[src/rtl/sgp_pkg.sv]
`default_nettype none
package sgp_pkg;

	// ****************************************************************
	// Sizes
	// ****************************************************************
	localparam int unsigned NUM_PINS = 3;
	localparam int unsigned ADDR_W = 8;
	localparam int unsigned DATA_W = 32;

	// ****************************************************************
	// Register offsets (byte addresses)
	// ****************************************************************
	localparam logic [7:0] ADDR_PIN_CONFIG = 8'h00;
	localparam logic [7:0] ADDR_BACKUP_STATUS = 8'h04;
	localparam logic [7:0] ADDR_BACKUP_CONTROL = 8'h08;

	// ****************************************************************
	// Field positions
	// ****************************************************************
	localparam int unsigned CFG_EN_LSB = 0;
	localparam int unsigned CFG_OUT_LSB = 4;
	localparam int unsigned CFG_SEL_LSB = 8;
	localparam int unsigned STAT_IN_LSB = 0;
	localparam int unsigned STAT_BACKUP_FAULT_BIT = 4;
	localparam int unsigned STAT_CHARGE_FAULT_BIT = 5;
	localparam int unsigned STAT_HOSTLESS_BIT = 6;
	localparam int unsigned STAT_LEAD_ACID_BIT = 7;
	localparam int unsigned STAT_CHARGE_STATE_LSB = 8;
	localparam int unsigned STAT_TAPER_BIT = 10;
	localparam int unsigned STAT_CAL_DONE_BIT = 11;
	localparam int unsigned CTRL_BACKUP_FAULT_CLEAR_BIT = 0;

	// ****************************************************************
	// Types and reset values
	// ****************************************************************
	typedef struct packed {
		logic [NUM_PINS-1:0] en;
		logic [NUM_PINS-1:0] out;
		logic [NUM_PINS-1:0] status_select;
	} sgp_pin_cfg_s;

	typedef struct packed {
		sgp_pin_cfg_s cfg;
		logic hostless;
		logic lead_acid;
		logic load_pending;
		logic ack;
		logic [DATA_W-1:0] rdata;
	} sgp_main_state_s;

	typedef struct packed {
		logic drive_low;
		logic level;
	} sgp_pin_state_s;

	localparam sgp_pin_cfg_s CFG_RESET = '{en: 3'h0, out: 3'h0, status_select: 3'h0};
	localparam sgp_pin_cfg_s CFG_HOSTLESS = '{en: 3'h7, out: 3'h0, status_select: 3'h7};
	localparam sgp_main_state_s MAIN_RESET = '{cfg: CFG_RESET, hostless: 1'b0, lead_acid: 1'b0,
		load_pending: 1'b1, ack: 1'b0, rdata: 32'h0000_0000};
	localparam sgp_pin_state_s PIN_RESET = '{drive_low: 1'b0, level: 1'b1};

endpackage
`default_nettype wire

[src/rtl/sgp_sticky_flag.sv]
`timescale 1ns/100ps
`default_nettype none
module sgp_sticky_flag (
	// Clock and reset
	input wire logic clk_i,
	input wire logic rst_i,
	// Events
	input wire logic set_i,
	input wire logic clear_i,
	// Flag
	output logic flag_o
);

	logic flag_q;
	logic flag_d;

	// ****************************************************************
	// Sticky flag
	// ****************************************************************
	// The set term is last so an event in the clearing cycle is kept.
	always_comb begin
		flag_d = flag_q;
		if (clear_i) begin
			flag_d = 1'b0;
		end
		if (set_i) begin
			flag_d = 1'b1;
		end
	end

	always_ff @(posedge clk_i) begin
		if (rst_i) begin
			flag_q <= 1'b0;
		end else begin
			flag_q <= flag_d;
		end
	end

	assign flag_o = flag_q;

endmodule
`default_nettype wire

[src/rtl/sgp_pin_cell.sv]
`timescale 1ns/100ps
`default_nettype none
module sgp_pin_cell (
	// Clock and reset
	input wire logic clk_i,
	input wire logic rst_i,
	// Configuration
	input wire logic en_i,
	input wire logic out_i,
	input wire logic status_select_i,
	input wire logic status_true_i,
	// Pad
	input wire logic pin_i,
	output logic pin_o,
	output logic pin_oe_n_o,
	// Sampled level
	output logic level_o
);

	sgp_pkg::sgp_pin_state_s st_q;
	sgp_pkg::sgp_pin_state_s st_d;

	// ****************************************************************
	// Drive decision
	// ****************************************************************
	always_comb begin
		st_d = st_q;
		st_d.drive_low = 1'b0;
		if (en_i) begin
			if (status_select_i) begin
				st_d.drive_low = status_true_i; // see [RQ4] see [RQ9]
			end else begin
				st_d.drive_low = ~out_i; // see [RQ17] see [RQ19]
			end
		end
		st_d.level = pin_i; // see [RQ7]
	end

	always_ff @(posedge clk_i) begin
		if (rst_i) begin
			st_q <= sgp_pkg::PIN_RESET;
		end else begin
			st_q <= st_d;
		end
	end

	// The pad never sources: it only sinks, otherwise it floats.
	assign pin_o = 1'b0; // see [RQ1]
	assign pin_oe_n_o = ~st_q.drive_low; // see [RQ1]
	assign level_o = st_q.level;

endmodule
`default_nettype wire

[src/rtl/sgp_status_pins.sv]
`timescale 1ns/100ps
`default_nettype none
// Summary of operation
// [RQ1] Pins only sink current; otherwise they float, never drive high.
// [RQ2] Each pin is independently general purpose or status reporting.
// [RQ3] Pin configuration returns to default only on undervoltage or shutdown.
// [RQ4] In status mode the status signal drives the pin, output bit ignored.
// [RQ5] Mid-level address strap powers up all pins in status mode.
// [RQ6] Hostless mode keeps the bus working; host may rewrite config anytime.
// [RQ7] Every pin level is always sampled and readable as an input bit.
// [RQ8] Software clears enable before reading an externally driven level.
// [RQ9] Five status signals exist; each pulls its pin low while true.
// [RQ10] Charging status is low when either charge state bit is one.
// [RQ11] Taper status exists only for lead-acid and replaces charging status.
// [RQ12] Backup fault pin low while sticky flag set; clear bit resets it.
// [RQ13] Backup fault flag never blocks charging or calibration.
// [RQ14] Charge fault pin low while charge fault flag is one.
// [RQ15] Calibration done pin goes low once calibration succeeds.
// [RQ16] Hostless mode puts charge fault on pin three instead.
// [RQ17] Pin one: enable 0 input; select 1 status; select 0 output bit.
// [RQ18] Taper condition is charge current below 20 percent of bulk.
// [RQ19] Pins two and three decode like pin one with their own sources.
// [RQ20] Hostless power-up forces status sources onto all three pins.
// [RQ21] Otherwise pins reset to input mode with all bits cleared.
module sgp_status_pins (
	// Clock and reset
	input wire logic clk_i,
	input wire logic rst_i,
	// Wishbone slave
	input wire logic wb_cyc_i,
	input wire logic wb_stb_i,
	input wire logic wb_we_i,
	input wire logic [7:0] wb_adr_i,
	input wire logic [3:0] wb_sel_i,
	input wire logic [31:0] wb_dat_i,
	output logic [31:0] wb_dat_o,
	output logic wb_ack_o,
	// Straps
	input wire logic address_select_strap_i,
	input wire logic lead_acid_strap_i,
	// Power events
	input wire logic uvlo_i,
	input wire logic shutdown_pin_i,
	// Status sources
	input wire logic charge_state_bit0_i,
	input wire logic charge_state_bit1_i,
	input wire logic taper_reached_i,
	input wire logic backup_fault_event_i,
	input wire logic charge_fault_flag_i,
	input wire logic calibration_done_i,
	// Pads
	input wire logic [2:0] pin_i,
	output logic [2:0] pin_o,
	output logic [2:0] pin_oe_n_o,
	// Flag
	output logic backup_fault_flag_o
);

	sgp_pkg::sgp_main_state_s st_q;
	sgp_pkg::sgp_main_state_s st_d;
	logic req;
	logic write_fire;
	logic cfg_reset;
	logic backup_fault_clear;
	logic backup_fault_flag;
	logic charging_true;
	logic taper_true;
	logic [2:0] status_true;
	logic [2:0] pin_level;
	logic [31:0] status_word;
	logic [31:0] read_word;

	// ****************************************************************
	// Status sources
	// ****************************************************************
	// All sources are "true" levels; the pin cell turns true into a low pad.
	assign charging_true = charge_state_bit0_i | charge_state_bit1_i; // see [RQ10]
	// The comparator tripping below 20 percent of bulk current arrives as taper_reached_i.
	assign taper_true = taper_reached_i; // see [RQ18]

	always_comb begin
		status_true[0] = st_q.lead_acid ? taper_true : charging_true; // see [RQ11] see [RQ20]
		status_true[1] = backup_fault_flag; // see [RQ12] see [RQ19]
		// A hostless system never starts calibration, so charge fault is shown.
		if (st_q.hostless) begin
			status_true[2] = charge_fault_flag_i; // see [RQ16] see [RQ14]
		end else begin
			status_true[2] = calibration_done_i; // see [RQ15]
		end
	end

	// ****************************************************************
	// Backup fault flag
	// ****************************************************************
	// The flag only feeds status; nothing here gates charging with it.
	sgp_sticky_flag u_backup_fault (
		.clk_i(clk_i),
		.rst_i(rst_i),
		.set_i(backup_fault_event_i),
		.clear_i(backup_fault_clear | shutdown_pin_i), // see [RQ12]
		.flag_o(backup_fault_flag)
	); // see [RQ13]

	assign backup_fault_flag_o = backup_fault_flag;

	// ****************************************************************
	// Pin cells
	// ****************************************************************
	for (genvar i = 0; i < sgp_pkg::NUM_PINS; i++) begin : g_pin
		sgp_pin_cell u_cell (
			.clk_i(clk_i),
			.rst_i(rst_i),
			.en_i(st_q.cfg.en[i]),
			.out_i(st_q.cfg.out[i]),
			.status_select_i(st_q.cfg.status_select[i]),
			.status_true_i(status_true[i]),
			.pin_i(pin_i[i]),
			.pin_o(pin_o[i]),
			.pin_oe_n_o(pin_oe_n_o[i]),
			.level_o(pin_level[i])
		); // see [RQ2]
	end

	// ****************************************************************
	// Read data
	// ****************************************************************
	always_comb begin
		status_word = 32'h0000_0000;
		status_word[sgp_pkg::STAT_IN_LSB +: 3] = pin_level; // see [RQ7]
		status_word[sgp_pkg::STAT_BACKUP_FAULT_BIT] = backup_fault_flag;
		status_word[sgp_pkg::STAT_CHARGE_FAULT_BIT] = charge_fault_flag_i;
		status_word[sgp_pkg::STAT_HOSTLESS_BIT] = st_q.hostless;
		status_word[sgp_pkg::STAT_LEAD_ACID_BIT] = st_q.lead_acid;
		status_word[sgp_pkg::STAT_CHARGE_STATE_LSB] = charge_state_bit0_i;
		status_word[sgp_pkg::STAT_CHARGE_STATE_LSB + 1] = charge_state_bit1_i;
		status_word[sgp_pkg::STAT_TAPER_BIT] = taper_reached_i;
		status_word[sgp_pkg::STAT_CAL_DONE_BIT] = calibration_done_i;
	end

	always_comb begin
		read_word = 32'h0000_0000;
		case (wb_adr_i)
			sgp_pkg::ADDR_PIN_CONFIG: begin
				read_word[sgp_pkg::CFG_EN_LSB +: 3] = st_q.cfg.en;
				read_word[sgp_pkg::CFG_OUT_LSB +: 3] = st_q.cfg.out;
				read_word[sgp_pkg::CFG_SEL_LSB +: 3] = st_q.cfg.status_select;
			end
			sgp_pkg::ADDR_BACKUP_STATUS: begin
				read_word = status_word;
			end
			default: begin
				read_word = 32'h0000_0000;
			end
		endcase
	end

	// ****************************************************************
	// Bus and configuration
	// ****************************************************************
	assign req = wb_cyc_i & wb_stb_i;
	// Writes land on the edge where the master sees ack.
	assign write_fire = req & wb_we_i & st_q.ack;
	// Only undervoltage or shutdown (and power-on) restore defaults.
	assign cfg_reset = uvlo_i | shutdown_pin_i; // see [RQ3]
	assign backup_fault_clear = write_fire & (wb_adr_i == sgp_pkg::ADDR_BACKUP_CONTROL) & wb_sel_i[0]
		& wb_dat_i[sgp_pkg::CTRL_BACKUP_FAULT_CLEAR_BIT]; // see [RQ12]

	always_comb begin
		st_d = st_q;
		st_d.ack = 1'b0;
		if (req && !st_q.ack && !st_q.load_pending) begin
			st_d.ack = 1'b1;
			st_d.rdata = read_word;
		end
		// Host writes are honoured in every mode, hostless included.
		if (write_fire && (wb_adr_i == sgp_pkg::ADDR_PIN_CONFIG)) begin // see [RQ6]
			if (wb_sel_i[0]) begin
				st_d.cfg.en = wb_dat_i[sgp_pkg::CFG_EN_LSB +: 3]; // see [RQ2]
				st_d.cfg.out = wb_dat_i[sgp_pkg::CFG_OUT_LSB +: 3];
			end
			if (wb_sel_i[1]) begin
				st_d.cfg.status_select = wb_dat_i[sgp_pkg::CFG_SEL_LSB +: 3];
			end
		end
		// Strap cfg lands one cycle after any reset lifts; hostless and lead_acid are also resampled during undervoltage or shutdown.
		if (st_q.load_pending) begin
			st_d.load_pending = 1'b0;
			st_d.hostless = address_select_strap_i;
			st_d.lead_acid = lead_acid_strap_i;
			if (address_select_strap_i) begin
				st_d.cfg = sgp_pkg::CFG_HOSTLESS; // see [RQ5] see [RQ20]
			end else begin
				st_d.cfg = sgp_pkg::CFG_RESET; // see [RQ21]
			end
		end
		if (cfg_reset) begin
			st_d.cfg = sgp_pkg::CFG_RESET; // see [RQ3]
			st_d.load_pending = 1'b1;
		end
	end

	always_ff @(posedge clk_i) begin
		if (rst_i) begin
			st_q <= sgp_pkg::MAIN_RESET;
		end else begin
			st_q <= st_d;
		end
	end

	assign wb_ack_o = st_q.ack;
	assign wb_dat_o = st_q.rdata;

endmodule
`default_nettype wire

[config.mk]
export PLATFORM = sky130hd
export DESIGN_NAME = sgp_status_pins
export DESIGN_NICKNAME = d
export VERILOG_FILES = /design/src/rtl/sgp_pkg.sv /design/src/rtl/sgp_sticky_flag.sv /design/src/rtl/sgp_pin_cell.sv /design/src/rtl/sgp_status_pins.sv
export SDC_FILE = /design/constraint.sdc
export NUM_CORES = 1
export LEC_CHECK = 0
export BUFFER_PORTS_ARGS = -buffer_cell sky130_fd_sc_hd__buf_4
export CAP_MARGIN = 25
export CORE_ASPECT_RATIO = 2
export CORE_MARGIN = 2
export CORE_UTILIZATION = 30
export CTS_CLUSTER_SIZE = 20
export DETAILED_ROUTE_END_ITERATION = 8
export HOLD_SLACK_MARGIN = 0.15
export PLACE_DENSITY_LB_ADDON = 0.12
export SLEW_MARGIN = 20
export SYNTH_ARGS = -nofsm -noshare
export SYNTH_HDL_FRONTEND = slang
export SYNTH_SLANG_ARGS = --single-unit
[constraint.sdc]
create_clock -name clk_i -period 3.8 [get_ports clk_i]
set_input_delay 0 -clock clk_i [delete_from_list [all_inputs] [get_ports clk_i]]
set_output_delay 0 -clock clk_i [all_outputs]
set_load 0.01 [all_outputs]
==> flow_summary.ini <==
[status]
status = finished clean

[synth]
synth_cells = 176
yosysWarnings = 0
synthTopCellsByArea = dfxtp_1, buf_4, mux2i_1
yosys.area.top_type = dfxtp_1
ys_ff_latch = 31
seq_area_frac_synth_pct = 37.7
yosysTopAreaCellShare_pct = 37.7
syn_area_per_cell_sq_um = 9.36
syn_area_sq_um = 1650
synthDistinctLibCells = 39

[global_route]
grt_usage_pct = 13.8
first_global_vias = 1290
grt_max_degree = 17
grt_remaining_overflow = 0
antenna_found_initial = 0
grt_pass1_wl_mm = 6.29

[timing]
timing.final.crit_share_pct = 60.8
hold_violations = 0
drv_slew = 0
max_freq_ghz = 0.433
setup_viol_count_final = 0
grt_setup_unrepaired = no
final.min_clock_period_ns = 2.31
clock_skew_ns = 0.00539
relSlewSlack_pct = 59.8
holdWs_ns = 0.172
max_slew.worst_pin.slew_ns = 0.600
tns_ns = 0

[cells_and_area]
diodes = 0
final_common_cell = buf_4
layout.nets = 313
area_growth_pct = 42.6
fillers = 555
final_util_pct = 43.7
drive_gt1_share_pct = 27.8
layout_common_cells = buf_4, dlygate4sd3_1, dfxtp_1

[pwr]
power_switching_mw = 0.173
total_leakage_power_nw = 1.06
clkPwrFrac_pct = 39.5
ir_drop_mv = 0.244
p_comb_share_pct = 14.1
seq_power_share_pct = 46.5
power_mw = 0.728
switching_share_pct = 23.8
p_int_mw = 0.555
cellPowerDensity_nw_per_um2 = 310

[detailed_routing]
routed_wl_mm = 4.08
vias_per_cell = 4.47
firstDrtPassIters = 4
drt-wirelength-per-cell_um = 13.1
drt_iter0_drc = 24
ant_nets = 0
dr_total_vias = 1394
drc = 0

[hold_path]
hold_path_class = input port to flop

[die]
die_w_um = 56.4
core_sq_um = 5370
rows = 38
ioPinCount = 102
fp.dieArea_sq_um = 6130
start_util_pct = 30.6
die_h_um = 109

[worst_setup_path]
critPathMaxFanout = 13
worst_setup_path_start_kind = flop
worst-setup-path-type = flop to flop
worstPathArrival_ns = 2.54
cp-end-kind = flop
cp.required_ns = 4.03

[place]
port_buffers = 52
gp_congestion = 0.728
hpwl_mm = 3.12

[clocking]
cts_max_level = 2
cts_buffers = 5
clkSinkCount = 31
root_buffer = clkbuf_8
insertion_delay_ns = 0.28
cts_tree = done
clockBufferDepth = 2
clkSlewWorstSetupHoldPaths_ns = 0.06

[job]
drv_cap = 0
worst max-delay path: stages, from the launching register on:
cell           delay, ns
dfxtp_1             0.46
nand4bb_4           0.33
dlygate4sd3_1       0.60
nor2_1              0.12
nor4b_4             0.50
a221o_2             0.24
layout make-up:
class,instances,area (sq um),area share [%]
repair buffers,87,741,31.6
well taps,60,75.1,3.20
clock buffers,8,100,4.26
multi-input cells,117,777,33.1
inverters,9,33.8,1.44
flip-flops and latches,31,621,26.4
Yosys cell counts (all sizes together):
| master | n |
|---|---|
| a2111oi | 1 |
| a221o | 8 |
| o21bai | 1 |
| nor2b | 2 |
| dfxtp | 31 |
| or3 | 1 |
| and4 | 1 |
| or4 | 2 |
| nor4b | 1 |
| o311ai | 1 |
| a31oi | 1 |
| nor2 | 9 |
| nand2 | 9 |
| nand2b | 1 |
| nand4bb | 1 |
| or4b | 2 |
| nor3 | 4 |
| nor4 | 3 |
| conb | 1 |
| and2 | 8 |
| o21ai | 5 |
| and3b | 1 |
| or2 | 3 |
| inv | 9 |
| buf | 40 |
| mux2i | 11 |
| a21oi | 9 |
| a41oi | 1 |
| nor3b | 3 |
| clkbuf | 2 |
| nand4 | 2 |
| nand3 | 2 |
sequential cells by signal, summed over array words and instances, names as in the netlist:
name	flops
st_q	12
wb_dat_o	11
g_pin.u_cell.level_o	3
g_pin.u_cell.st_q	3
u_backup_fault.flag_o	1
wb_ack_o	1
through the flow:
| stage | instance area, sq um | cells | worst slack [ns] |
|---|---|---|---|
| global route | 2350 | 312 | 1.34 |
| detailed placement | 1900 | 269 | 2.05 |
| CTS | 2350 | 312 | 1.47 |
| finish | 2350 | 312 | 1.49 |
| floorplan | 1730 | 199 | 2.32 |
| global placement | 1900 | 269 | 2.05 |
power groups by stage:
stage                     registers [mW]  logic [mW]  clock network, mW
after detailed placement           0.346      0.0769                  0
after global placement             0.346      0.0772                  0
after global routing               0.339       0.112              0.309
final                              0.338       0.102              0.288
after floorplan                    0.342      0.0540                  0
after CTS                          0.338       0.103              0.295
timing repair:
action | 4_1_cts | 5_1_grt
buffers inserted | 0 | 0
hold buffers | 35 | 0
resized for setup | 0 | 0
endpoints found under the hold margin | 26 | 0
setup endpoints to repair | 0 | 0
worst paths after layout:
check	from	to	slack [ns]	depth (start not counted)
hold / removal	wb_stb_i	wb_dat_o[7]	0.17	5
setup reg to reg	st_q[33]	wb_dat_o[2]	1.49	5
hold reg to reg	wb_dat_o[7]	wb_dat_o[7]	0.46	2
setup / recovery	st_q[33]	wb_dat_o[2]	1.49	5
per-layer routing:
layer | wire [um] | GRT usage, % | share of wire, %
met5 | 0 | 0 | 0
met1 | 1480 | 14.0 | 36
met2 | 2330 | 25.9 | 57
met3 | 190 | 3.20 | 4.7
met4 | 85 | 6.63 | 2.1
kinds of logic after synthesis:
group	share of synthesized area (%)
compound gates	11.6
other cells	0.228
flops	37.7
mux	6.69
buf+inv	20.4
simple gates	23.4
(Power assumes the default switching activity.)
